[config.mk]
export PLATFORM = sky130hd
export DESIGN_NAME = cef_flag_bank
export DESIGN_NICKNAME = d
export VERILOG_FILES = /design/src/common/cef_pkg.sv /design/src/logic/cef_flag_bank.sv
export SDC_FILE = /design/constraint.sdc
export NUM_CORES = 1
export LEC_CHECK = 0
export BUFFER_PORTS_ARGS = -buffer_cell sky130_fd_sc_hd__buf_2
export CAP_MARGIN = 20
export CELL_PAD_IN_SITES_DETAIL_PLACEMENT = 1
export CELL_PAD_IN_SITES_GLOBAL_PLACEMENT = 1
export CORE_UTILIZATION = 45
export CTS_CLUSTER_DIAMETER = 150
export DETAILED_ROUTE_END_ITERATION = 16
export PLACE_DENSITY = 0.85
export RECOVER_POWER = 50
export SETUP_SLACK_MARGIN = 0.05
export SYNTH_ARGS = -nofsm -noshare
export SYNTH_HDL_FRONTEND = slang
export SYNTH_SLANG_ARGS = --single-unit
[constraint.sdc]
create_clock -name clk_in -period 4.45 [get_ports clk_in]
set_input_delay 0.89 -clock clk_in [delete_from_list [all_inputs] [get_ports clk_in]]
set_output_delay 0.89 -clock clk_in [all_outputs]
set_load 0.01 [all_outputs]
[src/common/cef_pkg.sv]
// constants and carrier types for the charger event flag register bank
package cef_pkg;

  // ***************************************************************
  // register map
  // ***************************************************************
  localparam int unsigned REG_W        = 8;
  localparam logic [7:0]  CHG_OFS      = 8'h03;
  localparam logic [7:0]  FLT_OFS      = 8'h04;
  localparam logic [7:0]  ALM_OFS      = 8'h05;
  localparam logic [7:0]  MISC_OFS     = 8'h06;
  localparam logic [7:0]  FLAG_RST     = 8'h00;
  localparam logic [7:0]  UNMAPPED_VAL = 8'h00;

  // readable bits; reserved positions read as zero
  localparam logic [7:0]  CHG_MASK     = 8'h7F;
  localparam logic [7:0]  FLT_MASK     = 8'hBF;
  localparam logic [7:0]  ALM_MASK     = 8'hF1;
  localparam logic [7:0]  MISC_MASK    = 8'hFF;

  // ***************************************************************
  // serial register port
  // ***************************************************************
  localparam logic [6:0]  DEV_ADDR_DEF = 7'h6A;
  localparam logic [3:0]  BYTE_BITS    = 4'h8;
  localparam int unsigned ALARM_N      = 3;

  // ***************************************************************
  // carrier types
  // ***************************************************************
  typedef struct packed {
    logic taper;
    logic charge_done;
    logic input_current_limit;
    logic power_path_regulation;
    logic input_voltage_regulation;
    logic thermal_regulation;
    logic vin_above_uvlo;
    logic vin_above_bat_sleep;
    logic vin_below_ovp;
    logic input_overvoltage;
    logic battery_overcurrent;
    logic battery_undervoltage;
    logic thermistor_cold;
    logic thermistor_cool;
    logic thermistor_warm;
    logic thermistor_hot;
    logic thermistor_open;
  } cef_analog_s;

  typedef struct packed {
    logic [7:0] charger;
    logic [7:0] fault_thermal;
    logic [7:0] converter_alarm;
    logic [7:0] timer_misc;
  } cef_flags_s;

  typedef enum logic [2:0] {
    CEF_IDLE,
    CEF_ADDR,
    CEF_ACK_ADDR,
    CEF_PTR,
    CEF_ACK_WR,
    CEF_WR_DATA,
    CEF_RD_DATA,
    CEF_RD_ACK
  } cef_state_e;

endpackage

[src/logic/cef_flag_bank.sv]
// charger event flag register bank with its two-wire register port
//
// Summary of operation
// [RQ1] charger flags at 0x3, reset zero, clear-on-read
// [RQ2] fault flags at 0x4, reset zero, clear-on-read
// [RQ3] alarm flags at 0x5, reset zero, clear-on-read
// [RQ4] misc flags at 0x6, reset zero, clear-on-read
// [RQ5] bit 6 set on taper phase entry
// [RQ6] bit 5 set on charge termination
// [RQ7] bit 4 set on input current limiting
// [RQ8] bit 3 set on power-path regulation
// [RQ9] bit 2 set on input-voltage regulation
// [RQ10] bit 1 set on thermal regulation
// [RQ11] bit 0 set on any power-good change
// [RQ12] fault bit 7 set on input overvoltage
// [RQ13] fault bit 5 set on battery overcurrent
// [RQ14] fault bit 4 reports battery undervoltage
// [RQ15] fault bits 3..0 cold/cool/warm/hot entry
// [RQ16] alarm bit 7 set on conversion done
// [RQ17] alarm bits 6..4 on comparator condition crossing
// [RQ18] alarm bit 0 set on open thermistor
// [RQ19] power good needs uvlo, sleep, ovp ok
// [RQ20] event during clearing read stays set
// [RQ21] reserved bits always read zero
`timescale 1ns/1ps

module cef_flag_bank #(
  parameter logic [6:0] DEV_ADDR      = cef_pkg::DEV_ADDR_DEF,
  parameter bit         BATUV_INVERT  = 1'b0
) (
  // clock and reset
  input  wire logic                                clk_in,
  input  wire logic                                rst_n_in,
  // two-wire register port pins
  input  wire logic                                scl_in,
  input  wire logic                                sda_in,
  output logic                                     sda_out,
  output logic                                     sda_oe_out,
  // analog comparator status levels, asynchronous
  input  wire cef_pkg::cef_analog_s                analog_in,
  // converter and timer events, same clock
  input  wire logic                                adc_done_in,
  input  wire logic [cef_pkg::ALARM_N-1:0]         alarm_above_in,
  input  wire logic [cef_pkg::ALARM_N-1:0]         alarm_direction_in,
  input  wire logic [cef_pkg::REG_W-1:0]           misc_event_in,
  // flag contents for the interrupt logic
  output cef_pkg::cef_flags_s                      flags_out
);

  // ***************************************************************
  // reset release
  // ***************************************************************
  logic rst_meta_q;
  logic rst_n_q;

  always_ff @(posedge clk_in or negedge rst_n_in)
  begin
    if (!rst_n_in)
    begin
      rst_meta_q <= 1'b0;
      rst_n_q    <= 1'b0;
    end
    else
    begin
      rst_meta_q <= 1'b1;
      rst_n_q    <= rst_meta_q;
    end
  end

  // ***************************************************************
  // pin and status synchronisers
  // ***************************************************************
  cef_pkg::cef_analog_s an_meta_q;
  cef_pkg::cef_analog_s an_sync_q;
  cef_pkg::cef_analog_s an_prev_q;
  logic                 scl_meta_q;
  logic                 scl_sync_q;
  logic                 scl_prev_q;
  logic                 sda_meta_q;
  logic                 sda_sync_q;
  logic                 sda_prev_q;

  always_ff @(posedge clk_in or negedge rst_n_q)
  begin
    if (!rst_n_q)
    begin
      an_meta_q  <= '0;
      an_sync_q  <= '0;
      an_prev_q  <= '0;
      scl_meta_q <= 1'b1;
      scl_sync_q <= 1'b1;
      scl_prev_q <= 1'b1;
      sda_meta_q <= 1'b1;
      sda_sync_q <= 1'b1;
      sda_prev_q <= 1'b1;
    end
    else
    begin
      an_meta_q  <= analog_in;
      an_sync_q  <= an_meta_q;
      an_prev_q  <= an_sync_q;
      scl_meta_q <= scl_in;
      scl_sync_q <= scl_meta_q;
      scl_prev_q <= scl_sync_q;
      sda_meta_q <= sda_in;
      sda_sync_q <= sda_meta_q;
      sda_prev_q <= sda_sync_q;
    end
  end

  logic scl_rise;
  logic scl_fall;
  logic bus_start;
  logic bus_stop;

  assign scl_rise  = scl_sync_q & ~scl_prev_q;
  assign scl_fall  = ~scl_sync_q & scl_prev_q;
  assign bus_start = scl_sync_q & scl_prev_q & sda_prev_q & ~sda_sync_q;
  assign bus_stop  = scl_sync_q & scl_prev_q & ~sda_prev_q & sda_sync_q;

  // ***************************************************************
  // event detection
  // ***************************************************************
  cef_pkg::cef_analog_s            an_rise;
  logic                            pgood_now;
  logic                            pgood_was;
  logic [cef_pkg::ALARM_N-1:0]     alarm_met;
  logic [cef_pkg::ALARM_N-1:0]     alarm_met_q;
  logic [cef_pkg::ALARM_N-1:0]     alarm_cross;
  logic                            batuv_event;

  assign an_rise   = an_sync_q & ~an_prev_q;
  // power good needs all three input comparators satisfied
  assign pgood_now = an_sync_q.vin_above_uvlo & an_sync_q.vin_above_bat_sleep & an_sync_q.vin_below_ovp; // RQ19
  assign pgood_was = an_prev_q.vin_above_uvlo & an_prev_q.vin_above_bat_sleep & an_prev_q.vin_below_ovp; // RQ19

  // comparator condition follows each direction bit
  assign alarm_met   = ~(alarm_above_in ^ alarm_direction_in);
  assign alarm_cross = alarm_met & ~alarm_met_q; // RQ17

  always_ff @(posedge clk_in or negedge rst_n_q)
  begin
    if (!rst_n_q)
      alarm_met_q <= '0;
    else
      alarm_met_q <= alarm_met;
  end

  // undervoltage detection edge, or its release when inverted
  assign batuv_event = BATUV_INVERT ? (~an_sync_q.battery_undervoltage & an_prev_q.battery_undervoltage)
                                    : an_rise.battery_undervoltage; // RQ14

  logic [7:0] set_chg;
  logic [7:0] set_flt;
  logic [7:0] set_alm;
  logic [7:0] set_misc;

  assign set_chg = {1'b0,
                    an_rise.taper,                    // RQ5
                    an_rise.charge_done,              // RQ6
                    an_rise.input_current_limit,      // RQ7
                    an_rise.power_path_regulation,    // RQ8
                    an_rise.input_voltage_regulation, // RQ9
                    an_rise.thermal_regulation,       // RQ10
                    pgood_now ^ pgood_was};           // RQ11

  assign set_flt = {an_rise.input_overvoltage,        // RQ12
                    1'b0,
                    an_rise.battery_overcurrent,      // RQ13
                    batuv_event,                      // RQ14
                    an_rise.thermistor_cold,          // RQ15
                    an_rise.thermistor_cool,
                    an_rise.thermistor_warm,
                    an_rise.thermistor_hot};

  assign set_alm = {adc_done_in,                      // RQ16
                    alarm_cross,                      // RQ17
                    3'h0,
                    an_rise.thermistor_open};         // RQ18

  assign set_misc = misc_event_in;

  // ***************************************************************
  // register port state machine
  // ***************************************************************
  cef_pkg::cef_state_e state_q;
  logic [3:0]          bit_cnt_q;
  logic [7:0]          rx_q;
  logic [7:0]          tx_q;
  logic [7:0]          ptr_q;
  logic                rd_mode_q;
  logic                master_nack_q;
  logic                sda_oe_q;
  logic                load_rd;
  logic [7:0]          rd_byte;
  logic                byte_done;

  assign byte_done = scl_fall & (bit_cnt_q == cef_pkg::BYTE_BITS);

  // a byte leaves the bank only when the host clocks it out
  assign load_rd = scl_fall & ((state_q == cef_pkg::CEF_ACK_ADDR & rd_mode_q)
                             | (state_q == cef_pkg::CEF_RD_ACK & ~master_nack_q));

  always_comb
  begin
    unique case (ptr_q)
      cef_pkg::CHG_OFS:  rd_byte = flags_out.charger & cef_pkg::CHG_MASK;          // RQ21
      cef_pkg::FLT_OFS:  rd_byte = flags_out.fault_thermal & cef_pkg::FLT_MASK;    // RQ21
      cef_pkg::ALM_OFS:  rd_byte = flags_out.converter_alarm & cef_pkg::ALM_MASK;  // RQ21
      cef_pkg::MISC_OFS: rd_byte = flags_out.timer_misc & cef_pkg::MISC_MASK;
      default:           rd_byte = cef_pkg::UNMAPPED_VAL;
    endcase
  end

  // bit counter and receive shift register sample on rising clock
  always_ff @(posedge clk_in or negedge rst_n_q)
  begin
    if (!rst_n_q)
    begin
      bit_cnt_q     <= '0;
      rx_q          <= '0;
      master_nack_q <= 1'b1;
    end
    else if (bus_start || (scl_fall && (state_q == cef_pkg::CEF_ACK_ADDR || state_q == cef_pkg::CEF_ACK_WR
                                     || state_q == cef_pkg::CEF_RD_ACK)))
      bit_cnt_q <= '0;
    else if (scl_rise)
    begin
      bit_cnt_q <= bit_cnt_q + 4'h1;
      rx_q      <= {rx_q[6:0], sda_sync_q};
      if (state_q == cef_pkg::CEF_RD_ACK)
        master_nack_q <= sda_sync_q;
    end
  end

  always_ff @(posedge clk_in or negedge rst_n_q)
  begin
    if (!rst_n_q)
    begin
      state_q   <= cef_pkg::CEF_IDLE;
      rd_mode_q <= 1'b0;
      ptr_q     <= '0;
      tx_q      <= '0;
      sda_oe_q  <= 1'b0;
    end
    else if (bus_stop)
    begin
      state_q  <= cef_pkg::CEF_IDLE;
      sda_oe_q <= 1'b0;
    end
    else if (bus_start)
    begin
      state_q  <= cef_pkg::CEF_ADDR;
      sda_oe_q <= 1'b0;
    end
    else if (scl_fall)
    begin
      unique case (state_q)
        cef_pkg::CEF_IDLE:
          sda_oe_q <= 1'b0;
        cef_pkg::CEF_ADDR:
          if (byte_done)
          begin
            if (rx_q[7:1] == DEV_ADDR)
            begin
              rd_mode_q <= rx_q[0];
              sda_oe_q  <= 1'b1;
              state_q   <= cef_pkg::CEF_ACK_ADDR;
            end
            else
              state_q <= cef_pkg::CEF_IDLE;
          end
        cef_pkg::CEF_ACK_ADDR:
          if (rd_mode_q)
          begin
            tx_q     <= rd_byte;
            ptr_q    <= ptr_q + 8'h01;
            sda_oe_q <= ~rd_byte[7];
            state_q  <= cef_pkg::CEF_RD_DATA;
          end
          else
          begin
            sda_oe_q <= 1'b0;
            state_q  <= cef_pkg::CEF_PTR;
          end
        cef_pkg::CEF_PTR:
          if (byte_done)
          begin
            ptr_q    <= rx_q;
            sda_oe_q <= 1'b1;
            state_q  <= cef_pkg::CEF_ACK_WR;
          end
        cef_pkg::CEF_ACK_WR:
        begin
          sda_oe_q <= 1'b0;
          state_q  <= cef_pkg::CEF_WR_DATA;
        end
        cef_pkg::CEF_WR_DATA:
          // flag registers ignore written data, the pointer still advances
          if (byte_done)
          begin
            ptr_q    <= ptr_q + 8'h01;
            sda_oe_q <= 1'b1;
            state_q  <= cef_pkg::CEF_ACK_WR;
          end
        cef_pkg::CEF_RD_DATA:
          if (byte_done)
          begin
            sda_oe_q <= 1'b0;
            state_q  <= cef_pkg::CEF_RD_ACK;
          end
          else
          begin
            tx_q     <= {tx_q[6:0], 1'b0};
            sda_oe_q <= ~tx_q[6];
          end
        cef_pkg::CEF_RD_ACK:
          if (master_nack_q)
          begin
            sda_oe_q <= 1'b0;
            state_q  <= cef_pkg::CEF_IDLE;
          end
          else
          begin
            tx_q     <= rd_byte;
            ptr_q    <= ptr_q + 8'h01;
            sda_oe_q <= ~rd_byte[7];
            state_q  <= cef_pkg::CEF_RD_DATA;
          end
      endcase
    end
  end

  always_ff @(posedge clk_in or negedge rst_n_q)
  begin
    if (!rst_n_q)
      sda_out <= 1'b0;
    else
      sda_out <= 1'b0;
  end

  assign sda_oe_out = sda_oe_q;

  // ***************************************************************
  // flag registers
  // ***************************************************************
  logic [7:0] clr_chg;
  logic [7:0] clr_flt;
  logic [7:0] clr_alm;
  logic [7:0] clr_misc;

  assign clr_chg  = {8{load_rd & (ptr_q == cef_pkg::CHG_OFS)}};   // RQ1
  assign clr_flt  = {8{load_rd & (ptr_q == cef_pkg::FLT_OFS)}};   // RQ2
  assign clr_alm  = {8{load_rd & (ptr_q == cef_pkg::ALM_OFS)}};   // RQ3
  assign clr_misc = {8{load_rd & (ptr_q == cef_pkg::MISC_OFS)}};  // RQ4

  // set wins over the clearing read in the same cycle
  always_ff @(posedge clk_in or negedge rst_n_q)
  begin
    if (!rst_n_q)
    begin
      flags_out.charger         <= cef_pkg::FLAG_RST; // RQ1
      flags_out.fault_thermal   <= cef_pkg::FLAG_RST; // RQ2
      flags_out.converter_alarm <= cef_pkg::FLAG_RST; // RQ3
      flags_out.timer_misc      <= cef_pkg::FLAG_RST; // RQ4
    end
    else
    begin
      flags_out.charger         <= (flags_out.charger & ~clr_chg) | (set_chg & cef_pkg::CHG_MASK);           // RQ20
      flags_out.fault_thermal   <= (flags_out.fault_thermal & ~clr_flt) | (set_flt & cef_pkg::FLT_MASK);     // RQ20
      flags_out.converter_alarm <= (flags_out.converter_alarm & ~clr_alm) | (set_alm & cef_pkg::ALM_MASK);   // RQ20
      flags_out.timer_misc      <= (flags_out.timer_misc & ~clr_misc) | (set_misc & cef_pkg::MISC_MASK);     // RQ20
    end
  end

endmodule

# == Word level (Yosys, flattened, before mapping) ==
# Index checks and enable logic that the tools add are counted.
# totals
input_bits,36
wordCells,196
output_inout_bits,34
reg_bits,127
# op_classes
reduce_logical,19
add_sub_neg,2
n_eq_ne,22
bitwise,49
n_mux,32
# ops
operator,n
$pmux W8 S4,2
$and A8 B8 Y8,4
$mux W8,4
$not A8 Y8,4
$eq A8 B3 Y1 const B,3
$mux W3,8
$or A8 B8 Y8,3
$mux W7,3
$pmux W7 S3,1
$and A1 B1 Y1,19
$pmux W3 S6,1
$and A17 B17 Y17,1
$not A17 Y17,1
$eq A3 B3 Y1 const B,4
$ne A4 B4 Y1 const B,3
$ne A2 B2 Y1 const B,5
$not A1 Y1,10
$mux W1,9
$add A8 B1 Y8 const B,1
$eq A8 B2 Y1 const B,1
$mux W4,2
$or A8 B7 Y8,1
$reduce_and A8 Y1,1
$reduce_bool A8 Y1,1
26 further kinds,32

# == Depth between registers and ports, before layout ==
# Gate-level depths: netlist of the first run.
# logic_depth
word_depth,8
depth_mapped,9
ltp_nobuf,7

# == Least setup slack after synthesis of the first run ==
# No wires, ideal clock.
# synth_path
kind,register to register
start,reg ptr_q[3]
end,reg tx_q[1]
path_stages_with_launch,7
path_buffers,1
slack_ns,2.514
t_arrival_ns,1.863
required_time_ns,4.377
period_less_slack_ns,1.936
setup_time_ns,0.073
path_cell_list,dfrtp_1 or3_1 or3_4 or3_1 buf_2 a2bb2oi_1 a21oi_2
# synth_via
elab_chain_len,4
word_cells_on_any_way,8
cone_classes,4 x eq/ne; 4 x mux
# synth_lines
item,line_no,source
"start, declared",cef_flag_bank.sv:190,logic [7:0] ptr_q;
"start signal, assigned",cef_flag_bank.sv:277,ptr_q <= ptr_q + 8'h01;
"start signal, assigned",cef_flag_bank.sv:289,ptr_q <= rx_q;
"start signal, assigned",cef_flag_bank.sv:302,ptr_q <= ptr_q + 8'h01;
$eq A8 B3 Y1 / $eq A8 B2 Y1 (equally long branches),cef_flag_bank.sv:206,unique case (ptr_q)
$pmux W8 S4 (*),cef_flag_bank.sv:206,
$mux W7 (on tied branches),"cef_flag_bank.sv:318, cef_flag_bank.sv:274",
$pmux W7 S3 (*),cef_flag_bank.sv:258,unique case (state_q)
"end signal, assigned",cef_flag_bank.sv:276,tx_q <= rd_byte;
"end signal, assigned",cef_flag_bank.sv:314,"tx_q <= {tx_q[6:0], 1'b0};"
"end signal, assigned",cef_flag_bank.sv:325,tx_q <= rd_byte;
"end, declared",cef_flag_bank.sv:189,logic [7:0] tx_q;
# Mark *: on every way between the ends. The rest lies on a longest branch, timed or not. The select of a mux whose other input is x is not followed.
# A chain may end at the register's enable or synchronous reset.

==> out/summary.txt, run 1 <==
Max VDD drop: 0.301 mV
Post-synth EDFFs: 0
Post-Synthesis Cells: 417
multi-input logic area: 1520 um^2
critical path cell sequence: clkbuf_2
highest clock rate: 370 MHz
largest net degree at the start of global routing: 51
full die area: 11300 um^2
Layout fillers: 1112
Critical Path Sink Type: asynchronous set/reset pin
Ys Warns: 0
layout cells sized above 1: 22.8%
critical path arrival: 3.15 ns
CTS Buf Count: 17
GRT Total Usage: 23.9%
worst slew pin tran: 1.73 ns
Synth area leader: dfrtp_1
Crit Path Max Fanout: 50
failing checks: max-capacitance violations, max-slew violations
overall power: 2.69 mW
Hold Fails Final Rpt: 0
Die Height: 106 um
Synth cell types: 53
Port-buffer cells: 68
Slew Viols, Final: 47
cts hold-fix bufs: 0
Final Cycle Share: 60.7%
TritonCTS clock tree: done
Setup Buffers After CTS: 0
Required @ worst endpoint: 4.90 ns
Initial Utilization: 47.0%
Clock Pin Slew Worst Setup and Hold Paths: 0.06 ns
syn avg cell area: 11.7 um^2
pre-CTS setup slack: 2.15 ns
unrepaired setup endpoints after global routing: false
# setup viols final: 0
Mapped Area: 4890 um^2
Hold Crit Class: in -> async
Final Critical Period: 2.70 ns
Critical path origin: rst_n_q$_DFF_PN0_
Rows: 37
# Max-Cap Violations: 1
Critical R2R Launch: rst_n_q$_DFF_PN0_
Slowest-stage cell, CP: dfrtp_1
drt via density: 5.60
post-synthesis sequential area ratio: 65.2%
dpl cell area: 5340 um^2
grt total ovfl: 0
DPL Wire Length: 8.05 mm
TNS Setup: 0 ns
top_reg_cell synth: dfrtp_1
DR DRC count: 0
initial drt markers: 174
Post-Route Skew: 0.00708 ns
Slew headroom: -15.5%
Worst-Skew Late Latency: 0.52 ns
register bit total from synthesis: 127
P_leak: 2.65 nW
power density cells: 457 nW/um^2
first-pass GRT wire length: 20.1 mm
reg2reg path depth: 1
fin worst setup slack: 1.75 ns
ant diodes: 0
CP peak stage delay: 1.51 ns
Crit Path Category: reg -> async
die width: 106 um
cell count along the critical path: 1
post-route cell area: 5880 um^2
area grow syn2layout: 20.2%
number of clock sinks: 127
vias in the first global route: 3823
Startpoint Class: flop
fraction of registers with async set/reset: 100%
post-cts resize count: 0
CP delay by family, top: flip-flops
antenna violations before repair: 0
Max clock buf depth: 2
WL final: 12.2 mm
# nets final: 528
Ports: 70
post-synthesis net count: 459
Final Util: 56.4%
via count: 3558
core footprint: 10400 um^2
Register Area: 3190 um^2
Initial DRT Pass Iterations: 4
routed length per instance: 19.1 um
root buffer cell: clkbuf_8
worst path bufs/invs: 1
largest cells by area after synthesis: dfrtp_1 61%, dfstp_2 3.8%, nand2_1 3.1%
R2R setup slack: 1.75 ns
status: finished with violations
H-tree depth: 4
RD Place Congestion: 0.812
share of the synthesized area in the top cell type: 61.4%
Antenna Violating Nets Remaining: 0
final timing paths:
kind	end
worst max-delay path	alarm_met_q[2]$_DFF_PN0_
worst min-delay path	rst_n_q$_DFF_PN0_
worst max register to register	alarm_met_q[2]$_DFF_PN0_
worst min register to register	an_sync_q[5]$_DFF_PN0_
max in group clk_in	flags_out[0]$_DFF_PN0_
min in group clk_in	an_sync_q[5]$_DFF_PN0_
metal layers:
layer / track usage, % / wire length (um) / vias to the layer above
met2: 40.2 / 6500 / 88
met1: 29.4 / 4950 / 1852
li1: - / - / 1589
met3: 5.82 / 418 / 29
met4: 9.82 / 292 / 0
met5: 0 / 0 / -
Yosys cell counts, types with 3 or more instances:
cell type	count
a2bb2oi_1	8
o21ai_0	15
nor2_1	28
or3_1	5
a31o_2	3
inv_1	27
a21oi_1	20
clkbuf_1	15
and3b_1	3
nand2_1	41
nand3_1	7
a22o_1	17
o22ai_1	5
xnor2_1	3
a21o_1	10
a31oi_1	10
dfstp_2	7
nor2b_1	5
xor2_1	5
ha_1	6
dfrtp_1	120
a222oi_1	4
and2_1	5
nor3_1	6
a22oi_1	4
state kept, by name (all words and copies together), names as in the netlist, 3 cells and up:
| signal | count |
|---|---|
| an_prev_q | 17 |
| tx_q | 7 |
| rx_q | 8 |
| state_q | 3 |
| alarm_met_q | 3 |
| an_sync_q | 17 |
| an_meta_q | 17 |
| flags_out | 32 |
| bit_cnt_q | 4 |
| ptr_q | 8 |
layout by cell type, fill, tap and decap left out, types with 3 or more instances in the layout:
master,instances
buf_2,66
nor2_1,28
inv_6,4
nand3_1,7
a222oi_1,4
clkbuf_1,3
dfstp_2,5
a22o_1,17
o21ai_0,15
o22ai_1,5
a2bb2oi_1,8
and2_1,5
a31o_2,3
a22oi_1,4
or3_1,5
a31oi_1,10
nor2b_1,5
a21o_1,10
xnor2_1,3
ha_1,6
inv_1,27
dfrtp_1,120
clkbuf_16,16
clkinv_4,4
a21oi_1,20
nor3_1,6
clkinvlp_4,4
xor2_1,5
nand2_1,41
and3b_1,3
stage by stage:
step | cells | hold slack, ns
6_report | 635 | 0.145
5_1_grt | 635 | 0.137
4_1_cts | 635 | 0.124
3_5_place_dp | 603 | 0.336
3_3_place_gp | 603 | 0.332
2_1_floorplan | 417 | 0.331
kinds of logic (layout without fill, tap and decap cells):
logic type | count (synthesis) | count (layout) | synth area share [%]
flip-flops | 127 | 127 | 65.2
AO/OA/AOI/OAI | 113 | 113 | 16.4
AND/OR/NAND/NOR | 113 | 113 | 11.3
buffers and inverters | 47 | 129 | 3.81
XOR/XNOR | 8 | 8 | 1.43
adder cells (fa/ha/maj) | 6 | 6 | 1.53
other | 2 | 2 | 0.154
multiplexers | 1 | 1 | 0.230
power breakdown:
group | total (mW) | switching [mW] | internal, mW
logic | 0.121 | 0.0699 | 0.0511
registers | 1.28 | 0.0607 | 1.22
clock network | 1.29 | 0.538 | 0.748
total | 2.69 | 0.668 | 2.02
layout make-up:
class / instances / share of cell area, %
clock buffers: 18 / 7.11
inverters: 27 / 1.72
multi-input cells: 243 / 25.8
repair buffers: 70 / 5.96
clock inverters: 14 / 2.30
flip-flops and latches: 127 / 54.2
well taps: 136 / 2.89
Note: power is estimated with default switching activity, not from simulation.
==> inputs of run 2 (changes only) <==
--- a/config.mk
+++ b/config.mk
@@ -9,10 +9,10 @@
 export CAP_MARGIN = 20
 export CELL_PAD_IN_SITES_DETAIL_PLACEMENT = 1
 export CELL_PAD_IN_SITES_GLOBAL_PLACEMENT = 1
-export CORE_UTILIZATION = 45
+export CORE_UTILIZATION = 41
 export CTS_CLUSTER_DIAMETER = 150
 export DETAILED_ROUTE_END_ITERATION = 16
-export PLACE_DENSITY = 0.85
+export PLACE_DENSITY = 0.81
 export RECOVER_POWER = 50
 export SETUP_SLACK_MARGIN = 0.05
 export SYNTH_ARGS = -nofsm -noshare
==> constraint.sdc (replaced) <==
create_clock -name clk_in -period 2.32 [get_ports clk_in]
set_input_delay 0.464 -clock clk_in [delete_from_list [all_inputs] [get_ports clk_in]]
set_output_delay 0.464 -clock clk_in [all_outputs]
set_load 0.01 [all_outputs]
==> out/summary.txt, run 2 (same netlist as run 1, synthesis figures left out) <==
# setup viols final: 0
DPL Wire Length: 8.00 mm
Antenna Violating Nets Remaining: 0
core footprint: 11500 um^2
worst slew pin tran: 1.06 ns
Hold Fails Final Rpt: 0
Slew Viols, Final: 0
Initial Utilization: 42.5%
unrepaired setup endpoints after global routing: true
status: finished with violations
die width: 111 um
Startpoint Class: flop
Crit Path Category: reg -> reg
Max clock buf depth: 2
failing checks: design-rule violations
Final Util: 52.2%
Final Critical Period: 2.24 ns
Crit Path Max Fanout: 8
number of clock sinks: 127
initial drt markers: 191
Required @ worst endpoint: 2.62 ns
# nets final: 539
most common cell after layout, fill and taps aside: dfrtp_1
Final Cycle Share: 96.7%
Clock Pin Slew Worst Setup and Hold Paths: 0.06 ns
Slew headroom: 29.3%
Initial DRT Pass Iterations: 10
CTS Buf Count: 17
Critical Path Sink Type: flop
DR DRC count: 2
power density cells: 883 nW/um^2
Max VDD drop: 0.715 mV
Largest Register: flags_out
drt via density: 5.44
layout cells sized above 1: 25.3%
ant diodes: 0
Hold Crit Class: in -> reg
P_leak: 2.73 nW
commonest non-fill, non-tap cells in the layout: 119 x dfrtp_1, 65 x buf_2, 41 x nand2_1
# Max-Cap Violations: 0
Die Height: 111 um
via count: 3551
first-pass GRT wire length: 21.5 mm
Ports: 70
Layout fillers: 1207
full die area: 12400 um^2
vias in the first global route: 4061
largest net degree at the start of global routing: 47
WL final: 12.9 mm
GRT Total Usage: 22.9%
grt total ovfl: 0
antenna violations before repair: 0
routed length per instance: 19.7 um
hold_ws: 0.145 ns
Post-Route Skew: 0.00931 ns
root buffer cell: clkbuf_16
highest clock rate: 446 MHz
overall power: 5.30 mW
Worst-Skew Late Latency: 0.42 ns
max reg flops: 32
area grow syn2layout: 22.9%
H-tree depth: 4
TritonCTS clock tree: done
TNS Setup: 0 ns
Port-buffer cells: 68
RD Place Congestion: 0.767
Rows: 39
critical path arrival: 2.55 ns
run 2: cell count changes in the layout (fill, tap and decap cells not counted), sizes merged:
| cell | before | now |
|---|---|---|
| clkinv | 5 | 4 |
| clkbuf | 21 | 22 |
| dlygate4sd3 | 0 | 1 |
| inv | 31 | 35 |
| buf | 67 | 75 |
| clkinvlp | 4 | 2 |
run 2: repair_timing:
action                     4_1_cts  5_1_grt
resized for setup                0        4
setup endpoints to repair        0       33
buffers inserted                 0        0
hold endpoints to repair         2        0
hold buffers                     1        0
run 2: critical path, cell delays in order, from the launching register on:
cell,delay [ns]
dfrtp_1,0.40
or3_1,0.42
or3_4,0.36
nor4_2,0.37
nand2_1,0.30
a21o_1,0.27
run 2: cell type report:
class	count	area (um^2)	area share [%]
multi-input cells	243	1530	25.5
flip-flops and latches	127	3190	53.1
repair buffers	81	432	7.18
clock inverters	15	154	2.56
clock buffers	17	425	7.08
inverters	27	101	1.69
well taps	143	179	2.98
run 2: layer usage:
metal | up-vias | share of wire, % | routed length (um) | track usage, %
met5 | - | 0 | 0 | 0
met4 | 0 | 2.5 | 326 | 8.65
met3 | 30 | 3.5 | 456 | 5.80
met2 | 87 | 53 | 6880 | 40.5
met1 | 1816 | 40 | 5200 | 26.6
li1 | 1618 | - | - | -
run 2: path summary, 6_finish.rpt:
check                                             from                endpoint  slack [ns]  depth (start not counted)
worst max register to register    ptr_q[3]$_DFFE_PN0P_  flags_out[1]$_DFF_PN0_        0.08                          5
max in group asynchronous            rst_n_q$_DFF_PN0_  state_q[1]$_DFFE_PN0P_        0.44                          1
worst min register to register  an_meta_q[5]$_DFF_PN0_  an_sync_q[5]$_DFF_PN0_        0.35                          0
worst min-delay path                      analog_in[9]  an_meta_q[9]$_DFF_PN0_        0.15                          1
worst max-delay path              ptr_q[3]$_DFFE_PN0P_  flags_out[1]$_DFF_PN0_        0.08                          5
min in group asynchronous                     rst_n_in       rst_n_q$_DFF_PN0_        0.37                          2
run 2: stage by stage:
step	area [um^2]	instances	setup slack, ns
6_report	6010	653	0.0767
5_1_grt	6010	653	-0.0386
4_1_cts	6030	653	0.0652
3_5_place_dp	5440	620	0.154
3_3_place_gp	5440	620	0.225
2_1_floorplan	4890	417	0.211
run 2: power by group:
part	internal [mW]	total, mW	switching (mW)
Combinational	0.107	0.258	0.151
Sequential	2.34	2.44	0.107
Clock	1.51	2.60	1.09
==> inputs of run 3 (changes only) <==
--- a/config.mk
+++ b/config.mk
@@ -9,10 +9,10 @@
 export CAP_MARGIN = 20
 export CELL_PAD_IN_SITES_DETAIL_PLACEMENT = 1
 export CELL_PAD_IN_SITES_GLOBAL_PLACEMENT = 1
-export CORE_UTILIZATION = 41
+export CORE_UTILIZATION = 30
 export CTS_CLUSTER_DIAMETER = 150
 export DETAILED_ROUTE_END_ITERATION = 16
-export PLACE_DENSITY = 0.81
+export PLACE_DENSITY = 0.64
 export RECOVER_POWER = 50
 export SETUP_SLACK_MARGIN = 0.05
 export SYNTH_ARGS = -nofsm -noshare
==> constraint.sdc (replaced) <==
create_clock -name clk_in -period 2.32 [get_ports clk_in]
set_input_delay 0.348 -clock clk_in [delete_from_list [all_inputs] [get_ports clk_in]]
set_output_delay 0.348 -clock clk_in [all_outputs]
set_load 0.01 [all_outputs]
==> out/summary.txt, run 3 (same netlist as run 1, synthesis figures left out) <==
P_int: 4.31 mW
Crit Path Max Fanout: 8
P_leak: 2.77 nW
Slew Viols, Final: 37
die width: 130 um
unrepaired setup endpoints after global routing: true
failing checks: max-capacitance violations, max-slew violations
critical path arrival: 2.47 ns
Worst Setup EP: flags_out[14]$_DFF_PN0_
Required @ worst endpoint: 2.63 ns
reg2reg path depth: 5
via count: 3423
post-route cell area: 6180 um^2
Max VDD drop: 0.540 mV
R2R setup slack: 0.16 ns
WL final: 11.3 mm
pre-CTS setup slack: 0.165 ns
ant diodes: 0
root buffer cell: clkbuf_16
antenna violations before repair: 0
# setup viols final: 0
Critical Path Sink Type: flop
GRT Total Usage: 15.2%
full die area: 16800 um^2
Critical path origin: ptr_q[3]$_DFFE_PN0P_
Ports: 70
Largest Register: flags_out
Critical R2R Launch: ptr_q[3]$_DFFE_PN0P_
Clock Power Share: 51.3%
routed length per instance: 15.6 um
Crit Path Category: reg -> reg
drt via density: 4.71
power density cells: 896 nW/um^2
RD Place Congestion: 0.776
H-tree depth: 4
# nets final: 539
grt total ovfl: 0
Worst-Skew Late Latency: 0.42 ns
max reg flops: 32
fin worst setup slack: 0.158 ns
reg2reg end: flags_out[14]$_DFF_PN0_
Antenna Violating Nets Remaining: 0
Initial DRT Pass Iterations: 4
Hold Crit Class: in -> reg
commonest non-fill, non-tap cells in the layout: 120 x dfrtp_1, 66 x buf_2, 41 x nand2_1
Final Cycle Share: 93.2%
Post-Place Cells: 693
P_sw: 1.23 mW
Slew headroom: -13.0%
sw frac: 22.2%
DR DRC count: 0
dpl cell area: 5540 um^2
highest clock rate: 463 MHz
Port-buffer cells: 68
most common cell after layout, fill and taps aside: dfrtp_1
Initial Utilization: 30.8%
# Max-Cap Violations: 1
Cell Count, Final, Fillers Out: 726
TNS Setup: 0 ns
initial drt markers: 132
largest net degree at the start of global routing: 39
combinational power share: 4.7%
core footprint: 15900 um^2
first-pass GRT wire length: 19.1 mm
Post-Route Skew: 0.00810 ns
Max clock buf depth: 2
part of the power in registers: 44.0%
Setup Buffers After CTS: 0
CTS Buf Count: 17
area grow syn2layout: 26.3%
Die Height: 130 um
vias in the first global route: 3610
Startpoint Class: flop
TritonCTS clock tree: done
Rows: 46
Clock Pin Slew Worst Setup and Hold Paths: 0.05 ns
Final Critical Period: 2.16 ns
post-cts resize count: 0
DPL Wire Length: 7.97 mm
number of clock sinks: 127
layout cells sized above 1: 24.5%
worst slew pin tran: 1.70 ns
Hold Fails Final Rpt: 0
status: finished with violations
[run 3: per-layer routing]
metal | global-route usage (%) | vias to the layer above | wire, um
li1 | - | 1615 | -
met1 | 19.0 | 1713 | 5140
met5 | 0 | - | 0
met2 | 24.2 | 76 | 5530
met3 | 4.79 | 19 | 499
met4 | 6.36 | 0 | 179
[run 3: power groups by stage]
stage / combinational, mW / sequential, mW / clock [mW]
2_1_floorplan: 0.146 / 2.46 / 0
3_3_place_gp: 0.248 / 2.47 / 0
3_5_place_dp: 0.265 / 2.47 / 0
4_1_cts: 0.267 / 2.44 / 2.91
5_1_grt: 0.302 / 2.45 / 3.00
6_report: 0.261 / 2.43 / 2.84
[run 3: worst min-delay path by stage]
stage	startpoint	end	slack (ns)	depth (start not counted)
CTS	sda_in	sda_meta_q$_DFF_PN1_	0.007	1
global placement	rst_n_in	rst_meta_q$_DFF_PN0_	0.13	1
global route	sda_in	sda_meta_q$_DFF_PN1_	0.004	1
floorplan	rst_n_in	rst_meta_q$_DFF_PN0_	0.05	0
finish	sda_in	sda_meta_q$_DFF_PN1_	0.03	1
detailed placement	rst_n_in	rst_meta_q$_DFF_PN0_	0.14	1
[run 3: cell type report]
| type | instances | area, um^2 |
|---|---|---|
| Clock buffer | 19 | 453 |
| Timing Repair Buffer | 81 | 463 |
| Sequential cell | 127 | 3190 |
| Tap cell | 216 | 270 |
| Inverter | 27 | 101 |
| Clock inverter | 13 | 185 |
| Fill cell | 1776 | 9710 |
| Multi-Input combinational cell | 243 | 1520 |
[run 3: per-stage QoR]
stage | total power [mW] | util (%) | hold slack (ns)
floorplan | 2.61 | - | 0.0524
global placement | 2.72 | 34.8 | 0.134
detailed placement | 2.74 | 34.8 | 0.136
CTS | 5.61 | 38.9 | 0.00678
global route | 5.75 | 38.9 | 0.00375
finish | 5.53 | 38.9 | 0.0265
[run 3: worst max-delay path, cell delays in order (launching register included)]
cell and delay (ns):
dfrtp_1 0.40, or3_1 0.40, or3_4 0.35, nor4_2 0.35
nand2_1 0.26, a22o_1 0.29
[run 3: repair_timing]
action | 4_1_cts | 5_1_grt
endpoints found under the hold margin | 2 | 0
endpoints found under the setup margin | 0 | 19
hold buffers | 1 | 0
